### src/pgr_pkg.sv
package pgr_pkg;

  // ****************************************************************
  // register map
  // ****************************************************************
  localparam logic [7:0] ADDR_PIN_A_ROUTE = 8'h30;
  localparam logic [7:0] ADDR_PIN_B_ROUTE = 8'h31;
  localparam logic [7:0] ADDR_EVENT_ENABLE_ONE = 8'h32;
  localparam logic [7:0] ADDR_EVENT_FLAG_ONE = 8'h34;

  // ****************************************************************
  // route register fields
  // ****************************************************************
  localparam int BIT_INVERT = 7;
  localparam int BIT_CHARGE_DONE = 4;
  localparam int BIT_INPUT_OK = 3;
  localparam int BIT_BATTERY_OK = 2;
  localparam int BIT_BOOST_GOOD = 1;
  localparam int BIT_STEP_DOWN_GOOD = 0;
  localparam logic [7:0] ROUTE_WRITE_MASK = 8'h9F;

  // ****************************************************************
  // reset values
  // ****************************************************************
  localparam logic [7:0] ROUTE_B_RESET = 8'h00;
  localparam logic [7:0] ENABLE_RESET = 8'h00;
  localparam logic [7:0] FLAG_RESET = 8'h00;
  localparam logic [7:0] READ_ZERO = 8'h00;

  // ****************************************************************
  // event enable fields
  // ****************************************************************
  localparam int BIT_LOW_CHARGE_IRQ = 7;
  localparam int BIT_CHARGE_ACCUM_IRQ = 6;
  localparam int BIT_ADAPTIVE_LIMIT_IRQ = 5;
  localparam int BIT_PROTECTION_IRQ = 4;
  localparam int BIT_THERMISTOR_IRQ = 3;
  localparam int BIT_CELL_VOLTAGE_IRQ = 2;
  localparam int BIT_CHARGER_STATE_IRQ = 1;
  localparam int BIT_INPUT_THRESHOLD_IRQ = 0;

endpackage : pgr_pkg

### src/pgr_pin_route.sv
module pgr_pin_route (
  input wire logic [7:0] route_i, // route register
  input wire logic [4:0] status_i, // {done, input, batt, boost, buck}
  input wire logic buck_load_switch_i, // buck in load switch mode
  output logic pin_o // pin level
);

  logic [4:0] sel;
  logic any_true;

  assign sel[4] = route_i[pgr_pkg::BIT_CHARGE_DONE];
  assign sel[3] = route_i[pgr_pkg::BIT_INPUT_OK];
  assign sel[2] = route_i[pgr_pkg::BIT_BATTERY_OK];
  assign sel[1] = route_i[pgr_pkg::BIT_BOOST_GOOD];
  assign sel[0] = route_i[pgr_pkg::BIT_STEP_DOWN_GOOD] & ~buck_load_switch_i;
  assign any_true = |(sel & status_i);
  assign pin_o = any_true ^ route_i[pgr_pkg::BIT_INVERT];

endmodule : pgr_pin_route

### src/pgr_power_good_routing.sv
// What this block does
// - route A bit 7 set makes pin A active low.
// - route B bit 7 set makes pin B active low; resets to 0.
// - bit 4 routes charge complete to the pin; resets to 0.
// - bit 3 routes input supply okay to the pin.
// - bit 2 routes battery okay to the pin; resets to 0.
// - bit 1 routes buck-boost power good to the pin; resets to 0.
// - bit 0 routes buck power good to the pin.
// - buck route ignored while buck is a load switch.
// - enable bits 7,6 allow low-charge and accumulation events; reset 0.
// - enable bits 5,4 allow adaptive limit and protection events; reset 0.
// - enable bits 3,2 allow thermistor and cell voltage events; reset 0.
// - enable bits 1,0 allow charger state and input threshold events; reset 0.
// - event flags clear when their register is read.
// - input okay only between okay and overvoltage thresholds.
module pgr_power_good_routing #(
  parameter logic [7:0] ROUTE_A_RESET = 8'h00 // factory-set default
) (
  input wire logic clk_sys_i, // system clock
  input wire logic resetn_i, // async reset, active low
  input wire logic reg_wr_i, // register write strobe
  input wire logic reg_rd_i, // register read strobe
  input wire logic [7:0] reg_addr_i, // register address
  input wire logic [7:0] reg_wdata_i, // write data
  output logic [7:0] reg_rdata_o, // read data
  input wire logic charge_done_i, // charge complete status
  input wire logic input_above_ok_i, // input above okay threshold
  input wire logic input_below_ov_i, // input below overvoltage threshold
  input wire logic battery_ok_i, // battery okay status
  input wire logic boost_good_i, // buck-boost power good
  input wire logic step_down_good_i, // buck power good
  input wire logic buck_load_switch_i, // buck configured as load switch
  input wire logic [7:0] event_i, // event pulses, enable bit order
  output logic status_pin_a_o, // power-good pin a
  output logic status_pin_b_o, // power-good pin b
  output logic input_ok_o, // input supply okay status
  output logic irq_o // interrupt request, active high
);

  // ****************************************************************
  // registers
  // ****************************************************************
  logic [7:0] power_good_a_route;
  logic [7:0] power_good_b_route;
  logic [7:0] event_enable_one;
  logic [7:0] event_flag_one;
  logic [7:0] next_flag;
  logic [4:0] status_vec;
  logic wr_a, wr_b, wr_en, rd_flag;

  function automatic logic hit(input logic [7:0] a, input logic [7:0] r);
    return a == r;
  endfunction : hit

  assign wr_a = reg_wr_i & hit(reg_addr_i, pgr_pkg::ADDR_PIN_A_ROUTE);
  assign wr_b = reg_wr_i & hit(reg_addr_i, pgr_pkg::ADDR_PIN_B_ROUTE);
  assign wr_en = reg_wr_i & hit(reg_addr_i, pgr_pkg::ADDR_EVENT_ENABLE_ONE);
  assign rd_flag = reg_rd_i & hit(reg_addr_i, pgr_pkg::ADDR_EVENT_FLAG_ONE);

  // ****************************************************************
  // parameter check
  // ****************************************************************
  if ((ROUTE_A_RESET & ~pgr_pkg::ROUTE_WRITE_MASK) != 8'h00 ||
      ROUTE_A_RESET[pgr_pkg::BIT_CHARGE_DONE] || ROUTE_A_RESET[pgr_pkg::BIT_BATTERY_OK] ||
      ROUTE_A_RESET[pgr_pkg::BIT_BOOST_GOOD]) begin : g_bad_route_a_reset
    $error("route a reset value sets a bit that must reset to zero");
  end

  always_ff @(posedge clk_sys_i or negedge resetn_i) begin
    if (!resetn_i) begin
      power_good_a_route <= ROUTE_A_RESET;
      power_good_b_route <= pgr_pkg::ROUTE_B_RESET;
      event_enable_one <= pgr_pkg::ENABLE_RESET;
    end else begin
      if (wr_a) begin
        power_good_a_route <= reg_wdata_i & pgr_pkg::ROUTE_WRITE_MASK;
      end
      if (wr_b) begin
        power_good_b_route <= reg_wdata_i & pgr_pkg::ROUTE_WRITE_MASK;
      end
      if (wr_en) begin
        event_enable_one <= reg_wdata_i;
      end
    end
  end

  property p_write_a;
    @(posedge clk_sys_i) disable iff (!resetn_i)
      wr_a |=> power_good_a_route == ($past(reg_wdata_i) & pgr_pkg::ROUTE_WRITE_MASK);
  endproperty
  a_write_a: assert property (p_write_a) else $error("route a not written");

  property p_write_b;
    @(posedge clk_sys_i) disable iff (!resetn_i)
      wr_b |=> power_good_b_route == ($past(reg_wdata_i) & pgr_pkg::ROUTE_WRITE_MASK);
  endproperty
  a_write_b: assert property (p_write_b) else $error("route b not written");

  // ****************************************************************
  // event flags, set wins over read clear
  // ****************************************************************
  assign next_flag = (rd_flag ? pgr_pkg::FLAG_RESET : event_flag_one) | event_i;

  always_ff @(posedge clk_sys_i or negedge resetn_i) begin
    if (!resetn_i) begin
      event_flag_one <= pgr_pkg::FLAG_RESET;
      irq_o <= 1'b0;
    end else begin
      event_flag_one <= next_flag;
      irq_o <= |(next_flag & event_enable_one);
    end
  end

  property p_irq_off;
    @(posedge clk_sys_i) disable iff (!resetn_i)
      ((next_flag & event_enable_one) == 8'h00) |=> !irq_o;
  endproperty
  a_irq_off: assert property (p_irq_off) else $error("irq without enabled flag");

  // ****************************************************************
  // read data
  // ****************************************************************
  always_ff @(posedge clk_sys_i or negedge resetn_i) begin
    if (!resetn_i) begin
      reg_rdata_o <= pgr_pkg::READ_ZERO;
    end else if (reg_rd_i) begin
      unique case (reg_addr_i)
        pgr_pkg::ADDR_PIN_A_ROUTE: reg_rdata_o <= power_good_a_route;
        pgr_pkg::ADDR_PIN_B_ROUTE: reg_rdata_o <= power_good_b_route;
        pgr_pkg::ADDR_EVENT_ENABLE_ONE: reg_rdata_o <= event_enable_one;
        pgr_pkg::ADDR_EVENT_FLAG_ONE: reg_rdata_o <= event_flag_one;
        default: reg_rdata_o <= pgr_pkg::READ_ZERO;
      endcase
    end
  end

  property p_read_flags;
    @(posedge clk_sys_i) disable iff (!resetn_i)
      rd_flag |=> reg_rdata_o == $past(event_flag_one);
  endproperty
  a_read_flags: assert property (p_read_flags) else $error("flags not returned");

  // ****************************************************************
  // pin routing
  // ****************************************************************
  assign input_ok_o = input_above_ok_i & input_below_ov_i;
  assign status_vec = {charge_done_i, input_ok_o, battery_ok_i, boost_good_i, step_down_good_i};

  pgr_pin_route u_route_a (
    .route_i(power_good_a_route),
    .status_i(status_vec),
    .buck_load_switch_i(buck_load_switch_i),
    .pin_o(status_pin_a_o)
  );

  pgr_pin_route u_route_b (
    .route_i(power_good_b_route),
    .status_i(status_vec),
    .buck_load_switch_i(buck_load_switch_i),
    .pin_o(status_pin_b_o)
  );

  // ****************************************************************
  // checks
  // ****************************************************************
  property p_pin_a_any;
    @(posedge clk_sys_i) disable iff (!resetn_i)
      status_pin_a_o == ((|(power_good_a_route[4:1] & status_vec[4:1]) |
        (power_good_a_route[0] & ~buck_load_switch_i & step_down_good_i)) ^
        power_good_a_route[7]);
  endproperty
  a_pin_a_any: assert property (p_pin_a_any) else $error("pin a mismatch");

  property p_pin_b_any;
    @(posedge clk_sys_i) disable iff (!resetn_i)
      status_pin_b_o == ((|(power_good_b_route[4:1] & status_vec[4:1]) |
        (power_good_b_route[0] & ~buck_load_switch_i & step_down_good_i)) ^
        power_good_b_route[7]);
  endproperty
  a_pin_b_any: assert property (p_pin_b_any) else $error("pin b mismatch");

  property p_load_switch_b;
    @(posedge clk_sys_i) disable iff (!resetn_i)
      (buck_load_switch_i && power_good_b_route[4:1] == 4'h0) |->
        status_pin_b_o == power_good_b_route[7];
  endproperty
  a_load_switch_b: assert property (p_load_switch_b) else $error("buck leaks to pin b");

  property p_inv_b;
    @(posedge clk_sys_i) disable iff (!resetn_i)
      (power_good_b_route[7] && power_good_b_route[3] && input_ok_o) |-> !status_pin_b_o;
  endproperty
  a_inv_b: assert property (p_inv_b) else $error("pin b polarity wrong");

  property p_input_ok;
    @(posedge clk_sys_i) disable iff (!resetn_i)
      !input_below_ov_i |-> !input_ok_o;
  endproperty
  a_input_ok: assert property (p_input_ok) else $error("input ok above ov");

  property p_read_clear;
    @(posedge clk_sys_i) disable iff (!resetn_i)
      (rd_flag && event_i == 8'h00) |=> event_flag_one == 8'h00;
  endproperty
  a_read_clear: assert property (p_read_clear) else $error("flag not cleared");

  property p_set_wins;
    @(posedge clk_sys_i) disable iff (!resetn_i)
      event_i[0] |=> event_flag_one[0];
  endproperty
  a_set_wins: assert property (p_set_wins) else $error("event lost");

  property p_masked;
    @(posedge clk_sys_i) disable iff (!resetn_i)
      ($past(event_enable_one) == 8'h00) |-> !irq_o;
  endproperty
  a_masked: assert property (p_masked) else $error("masked irq raised");

  property p_irq_on;
    @(posedge clk_sys_i) disable iff (!resetn_i)
      (event_i[7] && event_enable_one[7]) |=> irq_o;
  endproperty
  a_irq_on: assert property (p_irq_on) else $error("enabled irq missing");

  property p_write_en;
    @(posedge clk_sys_i) disable iff (!resetn_i)
      wr_en |=> event_enable_one == $past(reg_wdata_i);
  endproperty
  a_write_en: assert property (p_write_en) else $error("enable not written");

endmodule : pgr_power_good_routing

### config.mk
export PLATFORM = sky130hd
export DESIGN_NAME = pgr_power_good_routing
export DESIGN_NICKNAME = d
export VERILOG_FILES = /design/src/pgr_pkg.sv /design/src/pgr_pin_route.sv /design/src/pgr_power_good_routing.sv
export SDC_FILE = /design/constraint.sdc
export NUM_CORES = 1
export LEC_CHECK = 0
export BUFFER_PORTS_ARGS = -buffer_cell sky130_fd_sc_hd__buf_2
export CORE_ASPECT_RATIO = 1.1
export CORE_MARGIN = 5
export CORE_UTILIZATION = 54
export DETAILED_ROUTE_END_ITERATION = 6
export HOLD_SLACK_MARGIN = 0.03
export PLACE_DENSITY = 0.78
export SLEW_MARGIN = 10
export SYNTH_ARGS = -nofsm -noshare
export SYNTH_HDL_FRONTEND = slang
export SYNTH_HIERARCHICAL = 1
export SYNTH_SLANG_ARGS = --single-unit
### constraint.sdc
create_clock -name clk_sys_i -period 3 [get_ports clk_sys_i]
set_input_delay 0.45 -clock clk_sys_i [delete_from_list [all_inputs] [get_ports clk_sys_i]]
set_output_delay 0.45 -clock clk_sys_i [all_outputs]
set_load 0.03 [all_outputs]
==> impl_metrics.py <==
metrics = {
    "placed_design": {
        "place_inst": 227,
        "dpl_worst_slack_ps": 660.0,
        "port-buffer-count": 46,
        "hpwl_mm": 3.401,
        "routabilityCongestion": 0.9215,
    },
    "grt": {
        "track_usage_pct": 20.96,
        "grt_pass1_wl_mm": 7.383,
        "antenna_found_initial": 0,
        "grt_max_degree": 38,
        "grt_pass1_vias": 1502,
        "gr-total-overflow": 0,
    },
    "cts": {
        "clkSinkCount": 37,
        "clk_latency_ps": 330,
        "clockBufferDepth": 2,
        "cts_setup_buffers": 0,
        "tritoncts": "done",
        "cts_resized": 0,
        "cts.htree.levels": 2,
        "cts_buffers": 5,
        "cts_hold_repair.buffers": 0,
        "clk_pin_slew_ps": 100,
        "root_buffer": "clkbuf_4",
    },
    "run_status": {
        "outcome": "complete, no violations",
    },
    "critical_path": {
        "worst_ep_required_time_ps": 3230,
        "rr_worst_depth": 4,
        "crit_path_max_fanout": 9,
        "endpoint_kind": "flip-flop",
        "r2r_setup_slack_ps": 1800,
        "arrival_ps": 2210,
        "reg2reg_to": "irq_o",
        "critical_path_class": "in2reg",
        "r2r-start": "event_flag_one[6]",
        "crit_end": "event_enable_one[2]",
        "startpoint": "reg_addr_i[0]",
        "cp-start-kind": "input port",
    },
    "sta": {
        "relSlewSlack_pct": 46.01,
        "setup_slack_ps": 1020,
        "hold_viol": 0,
        "fin_skew_ps": 4.632,
        "tightest_slew_ps": 809.8,
        "rsz0062_at_grt": "no",
        "finalCritPeriodShare_pct": 66.01,
        "setup_viol": 0,
        "min_period_ps": 1980,
        "fin_hold_ws_ps": 197.1,
        "final_max_slew_viol_count": 0,
        "max_freq_mhz": 504.9,
        "fin_setup_tns_ps": 0,
    },
    "cells_and_area": {
        "multiInputGateArea_sq_um": 837.1,
        "drive_gt1_share_pct": 42.42,
        "final-seq-area_sq_um": 925.9,
        "n_fill_cell": 283,
        "fin_cells": 234,
        "antenna_cells": 0,
        "fin_nets": 233,
        "syn2layout_area_growth_pct": 16.87,
    },
    "pwr": {
        "p_clk_share_pct": 28.1,
        "combinationalPowerShare_pct": 14.3,
        "p_leak_nw": 0.9800,
        "ir_worst_vdd_v": 0.0002615,
        "switchingPower_mw": 0.2429,
        "sw_frac_of_total_pct": 26.26,
        "pwr-share-seq_pct": 57.5,
        "power_density_nw_per_um2": 435.7,
        "p_int_mw": 0.6821,
    },
    "floorplanning": {
        "rows": 22,
        "dieArea_sq_um": 4626,
        "io_pins": 47,
        "core_area_sq_um": 3303,
        "initial_utilization_pct": 55.00,
        "die_x_um": 65.31,
        "die_y_um": 70.84,
    },
    "yosys": {
        "avgSynthCellArea_sq_um": 12.11,
        "synth_nets": 185,
        "syn_area_sq_um": 1817,
        "yosys_warnings": 6,
        "synthCells": 150,
    },
    "detailed_routing": {
        "ant_nets": 0,
        "wirelength_mm": 4.446,
        "drt_pass1_iterations": 4,
        "drc_errors": 0,
        "vias": 1486,
        "viasPerCell": 6.350,
        "wl_per_cell_um": 19.00,
        "first_iter_violations": 117,
    },
    "flow_run": {
        "drv_cap": 0,
    },
    "min_path": {
        "hold_class": "in2async",
    },
}
state kept, by name, indices dropped and copies added (netlist names):
name	flops
power_good_a_route	6
event_flag_one	8
reg_rdata_o	8
event_enable_one	8
irq_o	1
power_good_b_route	6
metrics by stage:
stage | power (mW) | utilization (%) | instance area [sq um]
after floorplan | 0.6087 | - | 1817
after global placement | 0.6688 | 62.61 | 2068
after detailed placement | 0.6739 | 62.61 | 2068
after CTS | 0.9347 | 64.28 | 2123
after global routing | 0.9808 | 64.28 | 2123
final | 0.9250 | 64.28 | 2123
routing by layer:
metal	share of wire (%)	up-vias	wire [um]	track usage, %
li1	-	675	-	-
met1	42	733	1871	27.22
met2	49	69	2169	33.63
met3	7.2	9	321	5.397
met4	1.9	0	83	7.834
met5	0	-	0	0
worst max-delay path: stages:
cell and delay, ps:
buf_2 130, or3_1 410, nor4_4 380, and3_1 450, mux2_2 380
how the worst min path moves through the flow:
| stage | endpoint | slack (ps) | from |
|---|---|---|---|
| after global placement | event_flag_one[2] | 500 | event_flag_one[2] |
| after floorplan | event_enable_one[0] | 150 | resetn_i |
| after global routing | reg_rdata_o[0] | 240 | resetn_i |
| after detailed placement | event_flag_one[7] | 500 | event_flag_one[7] |
| after CTS | reg_rdata_o[0] | 210 | resetn_i |
| final | reg_rdata_o[0] | 200 | resetn_i |
area by class of cell:
| class | instances | area share (%) |
|---|---|---|
| tap | 36 | 2.121 |
| inverter | 8 | 1.414 |
| clock buffer | 7 | 2.593 |
| sequential | 37 | 43.61 |
| timing repair buffer | 46 | 10.84 |
| multi-input combinational | 100 | 39.42 |
power groups by stage:
stage               Combinational, mW  Clock (mW)  Sequential [mW]
CTS                             0.133       0.269            0.532
global route                    0.144       0.302            0.534
global placement                0.129           0            0.540
floorplan                      0.0632           0            0.546
finish                          0.133       0.260            0.532
detailed placement              0.133           0            0.541
layout by cell type (no fill, tap or decap), types with 2 or more instances in the layout:
cell / count
a22o_1: 6
nor2b_1: 2
buf_2: 46
clkbuf_4: 5
mux2_2: 25
a32oi_1: 3
dfrtp_1: 37
nand3b_1: 2
o21ai_0: 8
nand3_1: 4
a22oi_2: 4
nand2_1: 2
xor2_1: 2
a22oi_1: 7
a21o_1: 8
nand4_1: 3
o22ai_1: 8
inv_1: 8
(Power assumes the default switching activity.)
